`config.mk`:
```
export PLATFORM = sky130hd
export DESIGN_NAME = gbe_phy_status_ctrl_regs
export DESIGN_NICKNAME = d
export VERILOG_FILES = /design/src/hw/mgmt_serial_port.v /design/src/hw/gbe_phy_status_ctrl_regs.v
export VERILOG_INCLUDE_DIRS = /design/src /design/src/shared
export SDC_FILE = /design/constraint.sdc
export NUM_CORES = 1
export LEC_CHECK = 0
export BUFFER_PORTS_ARGS = -buffer_cell sky130_fd_sc_hd__buf_4
export CELL_PAD_IN_SITES_DETAIL_PLACEMENT = 1
export CELL_PAD_IN_SITES_GLOBAL_PLACEMENT = 2
export CORE_AREA = 2 2 107 109
export DETAILED_ROUTE_END_ITERATION = 7
export DIE_AREA = 0 0 109 111
export HOLD_SLACK_MARGIN = 0.08
export PLACE_DENSITY = 0.82
export SYNTH_ARGS = -nofsm -noshare
export SYNTH_HDL_FRONTEND = slang
export SYNTH_SLANG_ARGS = --single-unit
```
`constraint.sdc`:
```
create_clock -name clk_i -period 4.5 [get_ports clk_i]
set_input_delay 0.225 -clock clk_i [delete_from_list [all_inputs] [get_ports clk_i]]
set_output_delay 0.225 -clock clk_i [all_outputs]
set_load 0.05 [all_outputs]
```
`src/shared/phy_mgmt_map.vh`:
```
`ifndef PHY_MGMT_MAP_VH
`define PHY_MGMT_MAP_VH

// register addresses on the management interface
`define ADDR_GIG_STATUS      5'h0a
`define ADDR_EXT_STATUS      5'h0f
`define ADDR_CTRL_SECOND     5'h12
`define ADDR_RX_ERR_COUNT    5'h14

// gigabit link status fields
`define GS_MS_FAULT          15
`define GS_MS_MASTER         14
`define GS_LOC_RX_OK         13
`define GS_REM_RX_OK         12
`define GS_LP_1000_FULL      11
`define GS_LP_1000_HALF      10
`define GS_IDLE_MSB          7
`define GS_IDLE_LSB          0
`define IDLE_COUNT_MAX       8'hff

// extended capability status is a constant word
`define EXT_STATUS_VALUE     16'h3000

// second control word fields
`define CS_RESOLVE_BEFORE    15
`define CS_COUNT_FALSE_CARR  14
`define CS_COUNT_SYMBOL      13
`define CS_AUTO_CROSSOVER    10
`define CS_MANUAL_MDIX       9
`define CS_DIAG_ENABLE       2
`define CTRL_SECOND_RESET    16'h8400
`define CTRL_SECOND_WMASK    16'he604

// receive error counter
`define RX_ERR_MAX           16'hffff

// management frame timing, in link clock bits
`define MDIO_PREAMBLE_BITS   6'd32
`define MDIO_HEADER_BITS     6'd13
`define MDIO_DATA_BITS       6'd16
`define MDIO_OP_READ         2'b10
`define MDIO_OP_WRITE        2'b01

`endif

```
`src/hw/mgmt_serial_port.v`:
```
`timescale 1ns/1ps
`include "phy_mgmt_map.vh"

module mgmt_serial_port
(
  // clock and reset
  input  wire        clk_i,
  input  wire        rst_i,
  // management pins
  input  wire        mdc_i,
  input  wire        mdio_i,
  output reg         mdio_o,
  output reg         mdio_oe_n_o,
  // own address
  input  wire [4:0]  phy_addr_i,
  // register side
  output reg  [4:0]  reg_addr_o,
  output reg         rd_stb_o,
  input  wire [15:0] rd_data_i,
  output reg         wr_stb_o,
  output reg  [15:0] wr_data_o
);

  localparam [1:0] ST_PRE = 2'd0;
  localparam [1:0] ST_HDR = 2'd1;
  localparam [1:0] ST_RD  = 2'd2;
  localparam [1:0] ST_WR  = 2'd3;

  reg        mdc_s1_reg;
  reg        mdc_s2_reg;
  reg        mdc_q_reg;
  reg        mdio_s1_reg;
  reg        mdio_s2_reg;
  reg [1:0]  state_reg;
  reg [5:0]  cnt_reg;
  reg [15:0] sh_reg;
  wire       mdc_rise;
  wire [15:0] sh_in;

  // only the second stage feeds the edge detector
  assign mdc_rise = mdc_s2_reg & ~mdc_q_reg;
  assign sh_in    = {sh_reg[14:0], mdio_s2_reg};

  always @(posedge clk_i or posedge rst_i)
  begin
    if (rst_i)
    begin
      mdc_s1_reg  <= 1'b0;
      mdc_s2_reg  <= 1'b0;
      mdc_q_reg   <= 1'b0;
      mdio_s1_reg <= 1'b1;
      mdio_s2_reg <= 1'b1;
    end
    else
    begin
      mdc_s1_reg  <= mdc_i;
      mdc_s2_reg  <= mdc_s1_reg;
      mdc_q_reg   <= mdc_s2_reg;
      mdio_s1_reg <= mdio_i;
      mdio_s2_reg <= mdio_s1_reg;
    end
  end

  always @(posedge clk_i or posedge rst_i)
  begin
    if (rst_i)
    begin
      state_reg   <= ST_PRE;
      cnt_reg     <= 6'd0;
      sh_reg      <= 16'h0000;
      reg_addr_o  <= 5'h00;
      rd_stb_o    <= 1'b0;
      wr_stb_o    <= 1'b0;
      wr_data_o   <= 16'h0000;
      mdio_o      <= 1'b1;
      mdio_oe_n_o <= 1'b1;
    end
    else
    begin
      rd_stb_o <= 1'b0;
      wr_stb_o <= 1'b0;
      // read word is taken the cycle the strobe is seen, long before the first data edge
      if (rd_stb_o)
        sh_reg <= rd_data_i;
      if (mdc_rise)
      begin
        case (state_reg)
          ST_PRE:
          begin
            if (mdio_s2_reg)
            begin
              if (cnt_reg < `MDIO_PREAMBLE_BITS)
                cnt_reg <= cnt_reg + 6'd1;
            end
            else if (cnt_reg == `MDIO_PREAMBLE_BITS)
            begin
              state_reg <= ST_HDR;
              cnt_reg   <= 6'd0;
            end
            else
              cnt_reg <= 6'd0;
          end
          ST_HDR:
          begin
            sh_reg  <= sh_in;
            cnt_reg <= cnt_reg + 6'd1;
            if (cnt_reg == `MDIO_HEADER_BITS - 6'd1)
            begin
              cnt_reg    <= 6'd0;
              reg_addr_o <= sh_in[4:0];
              state_reg  <= ST_PRE;
              // start bit, own address, then the opcode picks the direction
              if (sh_in[12] && sh_in[9:5] == phy_addr_i)
              begin
                if (sh_in[11:10] == `MDIO_OP_READ)
                begin
                  state_reg <= ST_RD;
                  rd_stb_o  <= 1'b1;
                end
                else if (sh_in[11:10] == `MDIO_OP_WRITE)
                  state_reg <= ST_WR;
              end
            end
          end
          ST_RD:
          begin
            cnt_reg <= cnt_reg + 6'd1;
            if (cnt_reg == 6'd0)
            begin
              mdio_o      <= 1'b0;
              mdio_oe_n_o <= 1'b0;
            end
            else if (cnt_reg <= `MDIO_DATA_BITS)
            begin
              mdio_o <= sh_reg[15];
              sh_reg <= {sh_reg[14:0], 1'b0};
            end
            else
            begin
              mdio_o      <= 1'b1;
              mdio_oe_n_o <= 1'b1;
              cnt_reg     <= 6'd0;
              state_reg   <= ST_PRE;
            end
          end
          ST_WR:
          begin
            cnt_reg <= cnt_reg + 6'd1;
            if (cnt_reg >= 6'd2)
              sh_reg <= sh_in;
            if (cnt_reg == `MDIO_DATA_BITS + 6'd1)
            begin
              wr_data_o <= sh_in;
              wr_stb_o  <= 1'b1;
              cnt_reg   <= 6'd0;
              state_reg <= ST_PRE;
            end
          end
          default:
          begin
            state_reg <= ST_PRE;
            cnt_reg   <= 6'd0;
          end
        endcase
      end
    end
  end

endmodule // mgmt_serial_port

```
`src/hw/gbe_phy_status_ctrl_regs.v`:
```
`timescale 1ns/1ps
`include "phy_mgmt_map.vh"

// Function
// - ms fault flag latches; cleared by status read, reset, autoneg done or enabled
// - bit 14 shows master (1) or slave (0) resolution; invalid while fault set
// - bit 13 local receiver ok, bit 12 remote receiver ok
// - bits 11 and 10 show partner gigabit full and half duplex ability
// - idle error count increments on idle errors while both receivers are ok
// - idle count saturates at 255, cleared by status read or reset
// - extended status reads constant: only gigabit full and half duplex bits set
// - control bit 15 resolves crossover before forced speed; reset value 1
// - control bits 14 and 13 pick receive error types; both reset to 0
// - bit 14 adds false carrier events to receive error count
// - bit 13 counts symbol errors, else CRC errors
// - selection table combines symbol or CRC errors with optional false carriers
// - receive error counter is 16-bit read-only and clears after a read
// - control bit 10 enables automatic crossover; reset value 1
// - control bit 9 picks manual MDI-X (1) or MDI (0)
// - manual crossover setting acts only while automatic crossover is off
// - control bit 2 enables powered-phone detection and reflectometry tests
module gbe_phy_status_ctrl_regs
(
  // clock and reset
  input  wire       clk_i,
  input  wire       rst_i,
  // management pins and own address straps
  input  wire       mdc_i,
  input  wire       mdio_i,
  output wire       mdio_o,
  output wire       mdio_oe_n_o,
  input  wire [4:0] phy_addr_i,
  // link training state
  input  wire       ms_fault_det_i,
  input  wire       ms_master_i,
  input  wire       an_complete_i,
  input  wire       an_enable_i,
  input  wire       loc_rx_ok_i,
  input  wire       rem_rx_ok_i,
  input  wire       lp_gig_full_i,
  input  wire       lp_gig_half_i,
  // error events, one cycle each
  input  wire       idle_err_i,
  input  wire       crc_err_i,
  input  wire       symbol_err_i,
  input  wire       false_carrier_i,
  // controls towards the datapath
  output reg        resolve_before_force_o,
  output reg        auto_crossover_o,
  output reg        manual_mdix_o,
  output reg        diag_enable_o
);

  reg         ms_fault_reg;
  reg         ms_master_reg;
  reg         loc_rx_ok_reg;
  reg         rem_rx_ok_reg;
  reg         lp_full_reg;
  reg         lp_half_reg;
  reg  [7:0]  idle_cnt_reg;
  reg  [7:0]  idle_cnt_next;
  reg  [15:0] ctrl_reg;
  reg  [15:0] rx_err_reg;
  reg  [15:0] rx_err_next;
  reg  [15:0] rd_data;
  reg         rx_err_event;
  wire [4:0]  reg_addr;
  wire        rd_stb;
  wire        wr_stb;
  wire [15:0] wr_data;
  wire        rd_gig_status;
  wire        rd_rx_err;
  wire        idle_count_ok;
  reg  [4:0]  phy_addr_s1_reg;
  reg  [4:0]  phy_addr_s2_reg;

  // reset image of the control word; the outputs start from the same bits
  localparam [15:0] CTRL_RESET = `CTRL_SECOND_RESET;

  mgmt_serial_port u_port
  (
    .clk_i       (clk_i),
    .rst_i       (rst_i),
    .mdc_i       (mdc_i),
    .mdio_i      (mdio_i),
    .mdio_o      (mdio_o),
    .mdio_oe_n_o (mdio_oe_n_o),
    .phy_addr_i  (phy_addr_s2_reg),
    .reg_addr_o  (reg_addr),
    .rd_stb_o    (rd_stb),
    .rd_data_i   (rd_data),
    .wr_stb_o    (wr_stb),
    .wr_data_o   (wr_data)
  );

  // address straps are board pins; two stages keep a strap change from
  // reaching the header compare half settled
  always @(posedge clk_i or posedge rst_i)
  begin
    if (rst_i)
    begin
      phy_addr_s1_reg <= 5'h00;
      phy_addr_s2_reg <= 5'h00;
    end
    else
    begin
      phy_addr_s1_reg <= phy_addr_i;
      phy_addr_s2_reg <= phy_addr_s1_reg;
    end
  end

  assign rd_gig_status = rd_stb && (reg_addr == `ADDR_GIG_STATUS);
  assign rd_rx_err     = rd_stb && (reg_addr == `ADDR_RX_ERR_COUNT);
  assign idle_count_ok = loc_rx_ok_reg & rem_rx_ok_reg;

  // read mux; unmapped addresses and reserved bits read zero
  always @*
  begin
    rd_data = 16'h0000;
    case (reg_addr)
      `ADDR_GIG_STATUS:
      begin
        rd_data[`GS_MS_FAULT]     = ms_fault_reg;
        // resolution is forced low while the fault stands, since it means nothing then
        rd_data[`GS_MS_MASTER]    = ms_master_reg & ~ms_fault_reg;
        rd_data[`GS_LOC_RX_OK]    = loc_rx_ok_reg;
        rd_data[`GS_REM_RX_OK]    = rem_rx_ok_reg;
        rd_data[`GS_LP_1000_FULL] = lp_full_reg;
        rd_data[`GS_LP_1000_HALF] = lp_half_reg;
        rd_data[`GS_IDLE_MSB:`GS_IDLE_LSB] = idle_cnt_reg;
      end
      `ADDR_EXT_STATUS:
        rd_data = `EXT_STATUS_VALUE;
      `ADDR_CTRL_SECOND:
        rd_data = ctrl_reg & `CTRL_SECOND_WMASK;
      `ADDR_RX_ERR_COUNT:
        rd_data = rx_err_reg;
      default:
        rd_data = 16'h0000;
    endcase
  end

  // idle errors: the read clears, but an error landing in the same cycle survives
  always @*
  begin
    idle_cnt_next = rd_gig_status ? 8'h00 : idle_cnt_reg;
    if (idle_err_i && idle_count_ok && idle_cnt_next != `IDLE_COUNT_MAX)
      idle_cnt_next = idle_cnt_next + 8'h01;
  end

  // receive error type selection
  always @*
  begin
    rx_err_event = ctrl_reg[`CS_COUNT_SYMBOL] ? symbol_err_i : crc_err_i;
    if (ctrl_reg[`CS_COUNT_FALSE_CARR] && false_carrier_i)
      rx_err_event = 1'b1;
    rx_err_next = rd_rx_err ? 16'h0000 : rx_err_reg;
    // held at full scale instead of wrapping, so a long gap between reads shows as maximum
    if (rx_err_event && rx_err_next != `RX_ERR_MAX)
      rx_err_next = rx_err_next + 16'h0001;
  end

  // status sampling and latched fault
  always @(posedge clk_i or posedge rst_i)
  begin
    if (rst_i)
    begin
      ms_fault_reg  <= 1'b0;
      ms_master_reg <= 1'b0;
      loc_rx_ok_reg <= 1'b0;
      rem_rx_ok_reg <= 1'b0;
      lp_full_reg   <= 1'b0;
      lp_half_reg   <= 1'b0;
      idle_cnt_reg  <= 8'h00;
      rx_err_reg    <= 16'h0000;
    end
    else
    begin
      // a new fault in the clearing cycle wins over every clear source except reset
      if (ms_fault_det_i)
        ms_fault_reg <= 1'b1;
      else if (rd_gig_status || an_complete_i || an_enable_i)
        ms_fault_reg <= 1'b0;
      ms_master_reg <= ms_master_i;
      loc_rx_ok_reg <= loc_rx_ok_i;
      rem_rx_ok_reg <= rem_rx_ok_i;
      lp_full_reg   <= lp_gig_full_i;
      lp_half_reg   <= lp_gig_half_i;
      idle_cnt_reg  <= idle_cnt_next;
      rx_err_reg    <= rx_err_next;
    end
  end

  // second control word; only this word accepts writes
  always @(posedge clk_i or posedge rst_i)
  begin
    if (rst_i)
      ctrl_reg <= `CTRL_SECOND_RESET;
    else if (wr_stb && reg_addr == `ADDR_CTRL_SECOND)
      ctrl_reg <= wr_data & `CTRL_SECOND_WMASK;
  end

  // control outputs; diagnostics while linked is left to the station
  always @(posedge clk_i or posedge rst_i)
  begin
    if (rst_i)
    begin
      resolve_before_force_o <= CTRL_RESET[`CS_RESOLVE_BEFORE];
      auto_crossover_o       <= CTRL_RESET[`CS_AUTO_CROSSOVER];
      manual_mdix_o          <= CTRL_RESET[`CS_MANUAL_MDIX] & ~CTRL_RESET[`CS_AUTO_CROSSOVER];
      diag_enable_o          <= CTRL_RESET[`CS_DIAG_ENABLE];
    end
    else
    begin
      resolve_before_force_o <= ctrl_reg[`CS_RESOLVE_BEFORE];
      auto_crossover_o       <= ctrl_reg[`CS_AUTO_CROSSOVER];
      manual_mdix_o          <= ctrl_reg[`CS_MANUAL_MDIX] &
                                ~ctrl_reg[`CS_AUTO_CROSSOVER];
      diag_enable_o          <= ctrl_reg[`CS_DIAG_ENABLE];
    end
  end

endmodule // gbe_phy_status_ctrl_regs

```
==> Word-level counts from Yosys, hierarchy flattened <==
Index checks and enable logic that the tools add are counted.
{ "totals": {"regBits": 104, "latch_bits": 0, "ramBits": 0, "mem_bits_ro": 0, "in_bits": 21, "out_inout_bits": 6, "wordCells": 130, "n_memories": 0} }
{ "classes": {"add_sub_neg": 3, "mul": 0, "div": 0, "magnitude_cmp": 3, "n_eq_ne": 23, "shift": 0, "mux": 46, "bitwise_logic": 7, "n_reduce_logical": 19} }
{ "ops": {"columns": ["cell", "count"], "rows": [
  ["16-bit two-way mux", 7],
  ["16-bit one-hot mux with 3 select lines", 1],
  ["6-bit one-hot mux with 4 select lines", 2],
  ["6-bit two-way mux", 6],
  ["8-bit one-hot mux with 3 select lines", 1],
  ["2-bit two-way mux", 9],
  ["16-bit by 1-bit adder with 16-bit output (second input constant)", 1],
  ["1-bit two-way mux", 16],
  ["8-bit two-way mux", 2],
  ["16-bit inequality test (second input constant)", 1],
  ["5-bit by 4-bit equality test with 1-bit output (second input constant)", 2],
  ["5-bit equality test (second input constant)", 2],
  ["3-bit AND reduction", 3],
  ["8-bit by 1-bit adder with 8-bit output (second input constant)", 1],
  ["1-bit logical AND", 8],
  ["2-bit by 1-bit inequality test with 1-bit output (second input constant)", 4],
  ["8-bit inequality test (second input constant)", 1],
  ["2-bit one-hot mux with 4 select lines", 1],
  ["7-bit AND reduction", 1],
  ["6-bit by 1-bit adder with 6-bit output (second input constant)", 1],
  ["2-bit equality test (second input constant)", 3],
  ["6-bit by 4-bit equality test with 1-bit output (second input constant)", 1],
  ["6-bit by 5-bit equality test with 1-bit output (second input constant)", 1],
  ["6-bit equality test (second input constant)", 1],
  ["15 further kinds", 25]
]} }

==> Depth between registers and ports, before layout <==
Gate-level depths: netlist of the first run.
{ "depth": {"ltp_word": 8, "mapped_depth": 11, "mapped_depth_nobuf": 9} }

==> Hierarchy <==
A second synthesis of the first run with hierarchy kept.
{ "hier_totals": {"hier_cells": 423, "area_unflattened_um2": 4963.5} }
{ "by_module_without_submodules": {"columns": ["mod", "instances", "cells_each", "area_each_um2", "seq_area_each_um2"], "rows": [
  ["mgmt_serial_port", 1, 199, 2605.0, 1356.3],
  ["gbe_phy_status_ctrl_regs", 1, 224, 2358.5, 1256.2]
]} }

==> Least setup slack after synthesis of the first run <==
OpenSTA, ideal clock, no wires.
{ "synth_timing": {"path_kind": "register to register", "startpoint": "register u_port.reg_addr_o[2]", "endpoint": "register idle_cnt_reg[7]", "setup_ns": 0.077, "arrival_time_ns": 2.528, "required_time_ns": 4.423, "setup_slack_ns": 1.894, "stages_incl_launch_ff": 11, "path_buffers": 1, "period_less_slack_ns": 2.606, "cell_sequence": "dfrtp_1 > nand4bb_1 > or3_1 > clkbuf_1 > and2_1 > ha_1 > and4_1 > nor3_1 > nand3_1 > or3_1 > a21oi_1"} }
{ "synth_between": {"elab_chain_len": 6, "word_cells_on_any_way": 7, "cone_classes": "add/sub: 1; eq/ne: 2; mux: 2; reduce/logical: 2"} }
{ "synth_lines": {"columns": ["element", "line", "rtl"], "rows": [
  ["start: declaration", "mgmt_serial_port.v:17", "output reg [4:0] reg_addr_o,"],
  ["start signal: assignment", "mgmt_serial_port.v:110", "reg_addr_o <= sh_in[4:0];"],
  ["5-bit by 4-bit equality test with 1-bit output *", null, null],
  ["1-bit logical AND *", "gbe_phy_status_ctrl_regs.v:112", "assign rd_gig_status = rd_stb && (reg_addr == `ADDR_GIG_STATUS);"],
  ["8-bit two-way mux *", "gbe_phy_status_ctrl_regs.v:146", "idle_cnt_next = rd_gig_status ? 8'h00 : idle_cnt_reg;"],
  ["parallel branches: the longest is 2 deep, another holds 8-bit by 1-bit adder with 8-bit output", null, null],
  ["8-bit two-way mux *", "gbe_phy_status_ctrl_regs.v:147", "if (idle_err_i && idle_count_ok && idle_cnt_next != `IDLE_COUNT_MAX)"],
  ["net idle_cnt_next[7]", "gbe_phy_status_ctrl_regs.v:61", "reg [7:0] idle_cnt_next;"],
  ["end signal: assignment", "gbe_phy_status_ctrl_regs.v:189", "idle_cnt_reg <= idle_cnt_next;"],
  ["end: declaration", "gbe_phy_status_ctrl_regs.v:60", "reg [7:0] idle_cnt_reg;"]
]} }
Mark *: on every way through the listed nets, which the timed path passes.
A chain may end at the register's enable or synchronous reset.

==> Final worst setup path of the first run <==
{ "layout_timing": {"startpoint": "register u_port.rd_stb_o", "endpoint": "register idle_cnt_reg[7]"} }
{ "layout_between": {"elab_chain_len": 5, "word_cells_on_any_way": 6, "cone_classes": "add/sub: 1; eq/ne: 1; mux: 2; reduce/logical: 2"} }
{ "layout_lines": {"columns": ["element", "line", "rtl"], "rows": [
  ["start: declaration", "mgmt_serial_port.v:18", "output reg rd_stb_o,"],
  ["start signal: assignment", "mgmt_serial_port.v:72", "rd_stb_o <= 1'b0;"],
  ["start signal: assignment", "mgmt_serial_port.v:80", "rd_stb_o <= 1'b0;"],
  ["start signal: assignment", "mgmt_serial_port.v:118", "rd_stb_o <= 1'b1;"],
  ["1-bit logical AND *", "gbe_phy_status_ctrl_regs.v:112", null],
  ["8-bit two-way mux *", "gbe_phy_status_ctrl_regs.v:146", null],
  ["parallel branches: the longest is 2 deep, another holds 8-bit by 1-bit adder with 8-bit output", null, null],
  ["8-bit two-way mux *", "gbe_phy_status_ctrl_regs.v:147", null],
  ["net idle_cnt_next[7]", "gbe_phy_status_ctrl_regs.v:61", null]
]} }
Marks and branches as above.

==> impl_metrics.toml, run 1 <==
[outcome]
status = "finished clean"

[worst_setup_path]
critPathRequiredTime_ps = 4780
critPathArrivalTime_ps = 3590
path_class = "reg2reg"
endpoint_kind = "flop"
start_kind = "flop"
crit_fanout = 19

[clock_tree]
postCtsSetupBuffers = 0
cts_buffers = 9
cts_sinks = 94
clock_latency_ps = 360
cts_resized = 0
postCtsHoldBufs = 14
clk_root_buffer_cell = "clkbuf_16"
cts_buffer_depth = 2
clk_pin_slew_ps = 70
htreeDepth = 3
cts_tree = "built"

[placed_design]
numPortBuffers = 26
place.gp.congestion = 0.779
placed_area_um2 = 4860
hpwl_um = 8280
post-place-cells = 579

[global_route]
overflow = 0
grtUsageTotal = 0.213
first_global_vias = 3739
antenna_found_initial = 0
grt_max_degree = 52
grt_pass1_wl_um = 19500

[timing]
tightest_slew_ps = 1160
max_slew_margin = 0.221
clock.fmax_mhz = 302
skew_ps = 9.34
setup_violations = 0
fin_tns_setup_ps = 0
final_hold_viol_count = 0
post-route-period-util = 0.736
slew_violations = 0
period_minus_slack_ps = 3310
rsz0062_at_grt = "no"

[cells_and_area]
stdcell_count = 609
final_common_cell = "dfrtp_1"
nets = 490
area_growth_pct = 16.4
layout_common_cells = "dfrtp_1 (86), nand2_1 (39), nor2_1 (33)"
drive_gt1_frac = 0.187
postLayoutCoreUtil = 0.480
antennaDiodeCount = 0
fill_cells = 1205
fin_area_um2 = 5310

[synthesis]
synth_cell_types = 64
synth_edf_count = 0
synth_flop_cell = "dfrtp_1"
synth.top_cell.area_share = 0.471
synthesis.instances = 426
ys.warnings.count = 0
synth_area_leaders = "dfrtp_1 (47%), dfstp_2 (4.6%), mux2_2 (4.4%)"
synth_top_area_cell = "dfrtp_1"
synth-seq-cells = 94
syn_nets = 455
async_flop_share = 1.00
postSynthAreaPerCell_um2 = 10.7
yosysSeqAreaShare = 0.518
synthesis.area_um2 = 4560

[floorplan]
dieArea_um2 = 12100
fp.dieW_um = 109
die_h_um = 111
io_pins = 27
start_util = 0.412
core.rowCount = 39
core_um2 = 11100

[route]
first_pass_iters = 5
post-route-drc-count = 0
drt_iter0_markers = 210
wl_per_cell_um = 19.3
wl_um = 11800
viasPerCell = 5.78
final_antenna_net_count = 0
vias = 3523

[power]
leakagePower_nw = 2.30
powerDensity_nw_per_um2 = 392
max-vdd-ir-drop_uv = 371

[flow_run]
drv_cap = 0

[worst_hold_path]
min_path_type = "in2reg"
==> metrics by stage <==
step	hold WS, ps	setup WS, ps	power, mW
finish	252	1190	2.08
global route	247	986	2.19
CTS	238	1230	2.11
detailed placement	335	1250	1.29
global placement	329	1340	1.28
floorplan	229	1840	1.19
==> synthesized netlist by cell type, drive strengths merged (8+ instances only) <==
| library cell | instances |
|---|---|
| a221oi | 9 |
| dfstp | 8 |
| xnor2 | 8 |
| inv | 11 |
| clkbuf | 9 |
| nand2b | 11 |
| nand4 | 10 |
| or3 | 8 |
| ha | 8 |
| a21oi | 14 |
| nand2 | 39 |
| buf | 9 |
| nor2 | 35 |
| nand3 | 12 |
| dfrtp | 86 |
| mux2 | 19 |
| o21ai | 13 |
| and2 | 8 |
| o31ai | 8 |
==> area by class of cell <==
type                       count  area, µm²  share of cell area
multi-input combinational    303       2070               0.390
clock inverter                 6       68.8              0.0130
clock buffer                  10        239              0.0450
inverter                      11       43.8             0.00824
tap                          143        179              0.0337
timing repair buffer          42        350              0.0659
sequential                    94       2360               0.445
==> path summary, 6_finish.rpt <==
check	start	end	slack (ps)	cells after the start
setup reg to reg	u_port.rd_stb_o	idle_cnt_reg[7]	1190	9
setup / recovery	u_port.rd_stb_o	idle_cnt_reg[7]	1190	9
hold reg to reg	phy_addr_s1_reg[2]	phy_addr_s2_reg[2]	350	0
min in group asynchronous	rst_i	u_port.cnt_reg[4]	480	3
max in group asynchronous	rst_i	ctrl_reg[14]	2960	4
hold / removal	an_enable_i	ms_fault_reg	250	3
==> power breakdown <==
part           internal (mW)  switching [mW]  leakage [nW]
clock                  0.449           0.345         0.149
combinational          0.125           0.138         0.963
sequential             0.921           0.102          1.19
total                   1.49           0.585          2.30
==> per-layer routing <==
layer	share of wire	global-route usage	vias to the layer above
li1	-	-	1643
met1	0.43	0.263	1812
met2	0.52	0.354	51
met3	0.031	0.0635	17
met4	0.020	0.0684	0
met5	0	0	-
==> critical path, stage by stage (launching register included) <==
cell     delay, ps
dfrtp_1        770
inv_2          290
or3_1          580
and2_1         250
ha_1           250
and4_1         260
nor3_1         200
nand3_1        150
or3_1          340
a21oi_1        140
==> kinds of logic (layout without fill, tap and decap cells) <==
logic type | Yosys count | after routing | share of synthesized area
AOI/OAI and AO/OA | 94 | 94 | 0.157
xor gates and xnor gates | 12 | 12 | 0.0230
adders and majority gates | 8 | 8 | 0.0219
buffers and inverters | 29 | 69 | 0.0291
DFF | 94 | 94 | 0.518
muxes | 24 | 24 | 0.0578
and+or+nand+nor | 165 | 165 | 0.194
No activity file was read; power rests on OpenSTA's default activity.
==> run 2, diff against run 1 <==
--- a/config.mk
+++ b/config.mk
@@ -9,11 +9,11 @@
 export BUFFER_PORTS_ARGS = -buffer_cell sky130_fd_sc_hd__buf_4
 export CELL_PAD_IN_SITES_DETAIL_PLACEMENT = 1
 export CELL_PAD_IN_SITES_GLOBAL_PLACEMENT = 2
-export CORE_AREA = 2 2 107 109
+export CORE_AREA = 2 2 110 112
 export DETAILED_ROUTE_END_ITERATION = 7
-export DIE_AREA = 0 0 109 111
+export DIE_AREA = 0 0 112 114
 export HOLD_SLACK_MARGIN = 0.08
-export PLACE_DENSITY = 0.82
+export PLACE_DENSITY = 0.78
 export SYNTH_ARGS = -nofsm -noshare
 export SYNTH_HDL_FRONTEND = slang
 export SYNTH_SLANG_ARGS = --single-unit
==> constraint.sdc (replaced) <==
create_clock -name clk_i -period 3.4 [get_ports clk_i]
set_input_delay 0.17 -clock clk_i [delete_from_list [all_inputs] [get_ports clk_i]]
set_output_delay 0.17 -clock clk_i [all_outputs]
set_load 0.05 [all_outputs]
==> run 2 against run 1 <==
Sequential share of layout area is essentially flat. Clock skew fell by 1.6 ps. Count of clock-buffer cells in the layout unchanged. Routed wire length is 0.76% lower. Via count shrank 0.65%. Worst setup slack got worse by 710 ps. Die area up 5.5%. Non-clock buffer count rose by 4. First-iteration DRC count is 2.4% higher. Critical path type unchanged. Register-to-register slack worse by 710 ps. Combinational power is 35% higher. Global-route usage fell by 1.5 points.
==> impl_metrics.toml, run 2 (synthesized netlist as in run 1, its figures left out) <==
[route]
drt_iter0_markers = 215
first_pass_iters = 4
wl_per_cell_um = 19.0
vias = 3500
final_antenna_net_count = 0
viasPerCell = 5.67
post-route-drc-count = 0
wl_um = 11700

[cells_and_area]
postLayoutCoreUtil = 0.454
fin_area_um2 = 5320
antennaDiodeCount = 0
area_growth_pct = 16.5
layout_common_cells = "dfrtp_1 (86), nand2_1 (39), nor2_1 (33)"
final_common_cell = "dfrtp_1"
nets = 494
drive_gt1_frac = 0.191

[timing]
tightest_slew_ps = 1270
slew_violations = 0
period_minus_slack_ps = 2920
max_slew_margin = 0.147
skew_ps = 7.72
fin_tns_setup_ps = 0
rsz0062_at_grt = "no"
worst_slack_ps = 478
final_hold_viol_count = 0
clock.fmax_mhz = 342
setup_violations = 0
post-route-period-util = 0.859

[power]
swShare = 0.291
powerDensity_nw_per_um2 = 501
leakagePower_nw = 2.30
p_switching_mw = 0.776
pwr-share-seq = 0.507
power_frac_clock = 0.360
comb_power_share = 0.133
max-vdd-ir-drop_uv = 342
total_power_mw = 2.66
p_int_mw = 1.89

[placed_design]
place.gp.congestion = 0.812
placed_area_um2 = 4900
dp_slack_ps = 496
numPortBuffers = 26
hpwl_um = 8270

[floorplan]
dieArea_um2 = 12800
die_h_um = 114
core.rowCount = 40
core_um2 = 11700
io_pins = 27
fp.dieW_um = 112
start_util = 0.390

[worst_setup_path]
critPathRequiredTime_ps = 3680
regToRegSetupSlack_ps = 480
crit_path_max_incr_delay_ps = 540
start_kind = "flop"
crit_fanout = 10
slowest_stage = "or3_1"
critPathArrivalTime_ps = 3200
crit_top_cell = "or3_1"
crit_chain = "nand4bb_1 -> or3_1 -> and2_1 -> ha_1 -> and4_1 -> nor3_1 -> nand3_1 -> or3_1 -> a21oi_1"
endpoint_kind = "flop"
path_class = "reg2reg"

[clock_tree]
cts_sinks = 94
clk_pin_slew_ps = 70
htreeDepth = 3
clock_latency_ps = 360
cts_tree = "built"
cts_resized = 0
cts_buffer_depth = 2
cts_buffers = 9
clk_root_buffer_cell = "clkbuf_16"

[global_route]
grt_max_degree = 71
antenna_found_initial = 0
grt_pass1_wl_um = 19700
first_global_vias = 3712
grtUsageTotal = 0.198
overflow = 0

[outcome]
status = "finished clean"

[flow_run]
drv_cap = 0

[worst_hold_path]
min_path_type = "in2reg"
[run 2: cell count changes in the layout (fill, tap and decap cells not counted)]
cell       previous run  this run
bufinv_16             1         0
clkinv_4              2         3
clkbuf_8              1         0
buf_4                28        32
clkbuf_1              0         1
[run 2: power groups by stage]
stage / Clock, mW / Sequential [mW] / Combinational [mW]
2_1_floorplan: 0 / 1.31 / 0.272
3_3_place_gp: 0 / 1.37 / 0.324
3_5_place_dp: 0 / 1.37 / 0.341
4_1_cts: 0.990 / 1.35 / 0.357
5_1_grt: 1.03 / 1.37 / 0.404
6_report: 0.960 / 1.35 / 0.354
[run 2: path summary, 6_finish.rpt]
path / from / end / cells after the start
min reg2reg: phy_addr_s1_reg[2] / phy_addr_s2_reg[2] / 0
min: an_enable_i / ms_fault_reg / 3
min in group asynchronous: rst_i / u_port.cnt_reg[4] / 3
max reg2reg: u_port.reg_addr_o[2] / idle_cnt_reg[7] / 9
max in group asynchronous: rst_i / resolve_before_force_o / 4
max: u_port.reg_addr_o[2] / idle_cnt_reg[7] / 9
[run 2: per-layer routing]
layer	wire length, µm	global-route usage
met4	162	0.0561
met2	5900	0.337
met1	5280	0.255
met3	345	0.0478
met5	0	0
[run 2: final cells by class]
cell class / count / area [µm²]
Clock buffer: 10 / 229
Multi-Input combinational cell: 303 / 2070
Clock inverter: 6 / 47.5
Sequential cell: 94 / 2360
Tap cell: 147 / 184
Fill cell: 1307 / 6390
Timing Repair Buffer: 46 / 380
Inverter: 11 / 43.8
[run 2: through the flow]
| step | cells | hold WS (ps) |
|---|---|---|
| 5_1_grt | 617 | 213 |
| 4_1_cts | 617 | 193 |
| 2_1_floorplan | 426 | 174 |
| 3_5_place_dp | 587 | 280 |
| 3_3_place_gp | 587 | 279 |
| 6_report | 617 | 203 |
[run 2: critical path: cells and delay by family (launching register included)]
kind            cells  cell delay [ps]
simple gates        7             2060
flops               1              430
fa+ha+maj           1              230
compound gates      1              140
[run 2: repair_timing]
action / 4_1_cts / 5_1_grt
setup buffers: 0 / 0
hold buffers: 14 / 0
hold endpoints to repair: 75 / 0
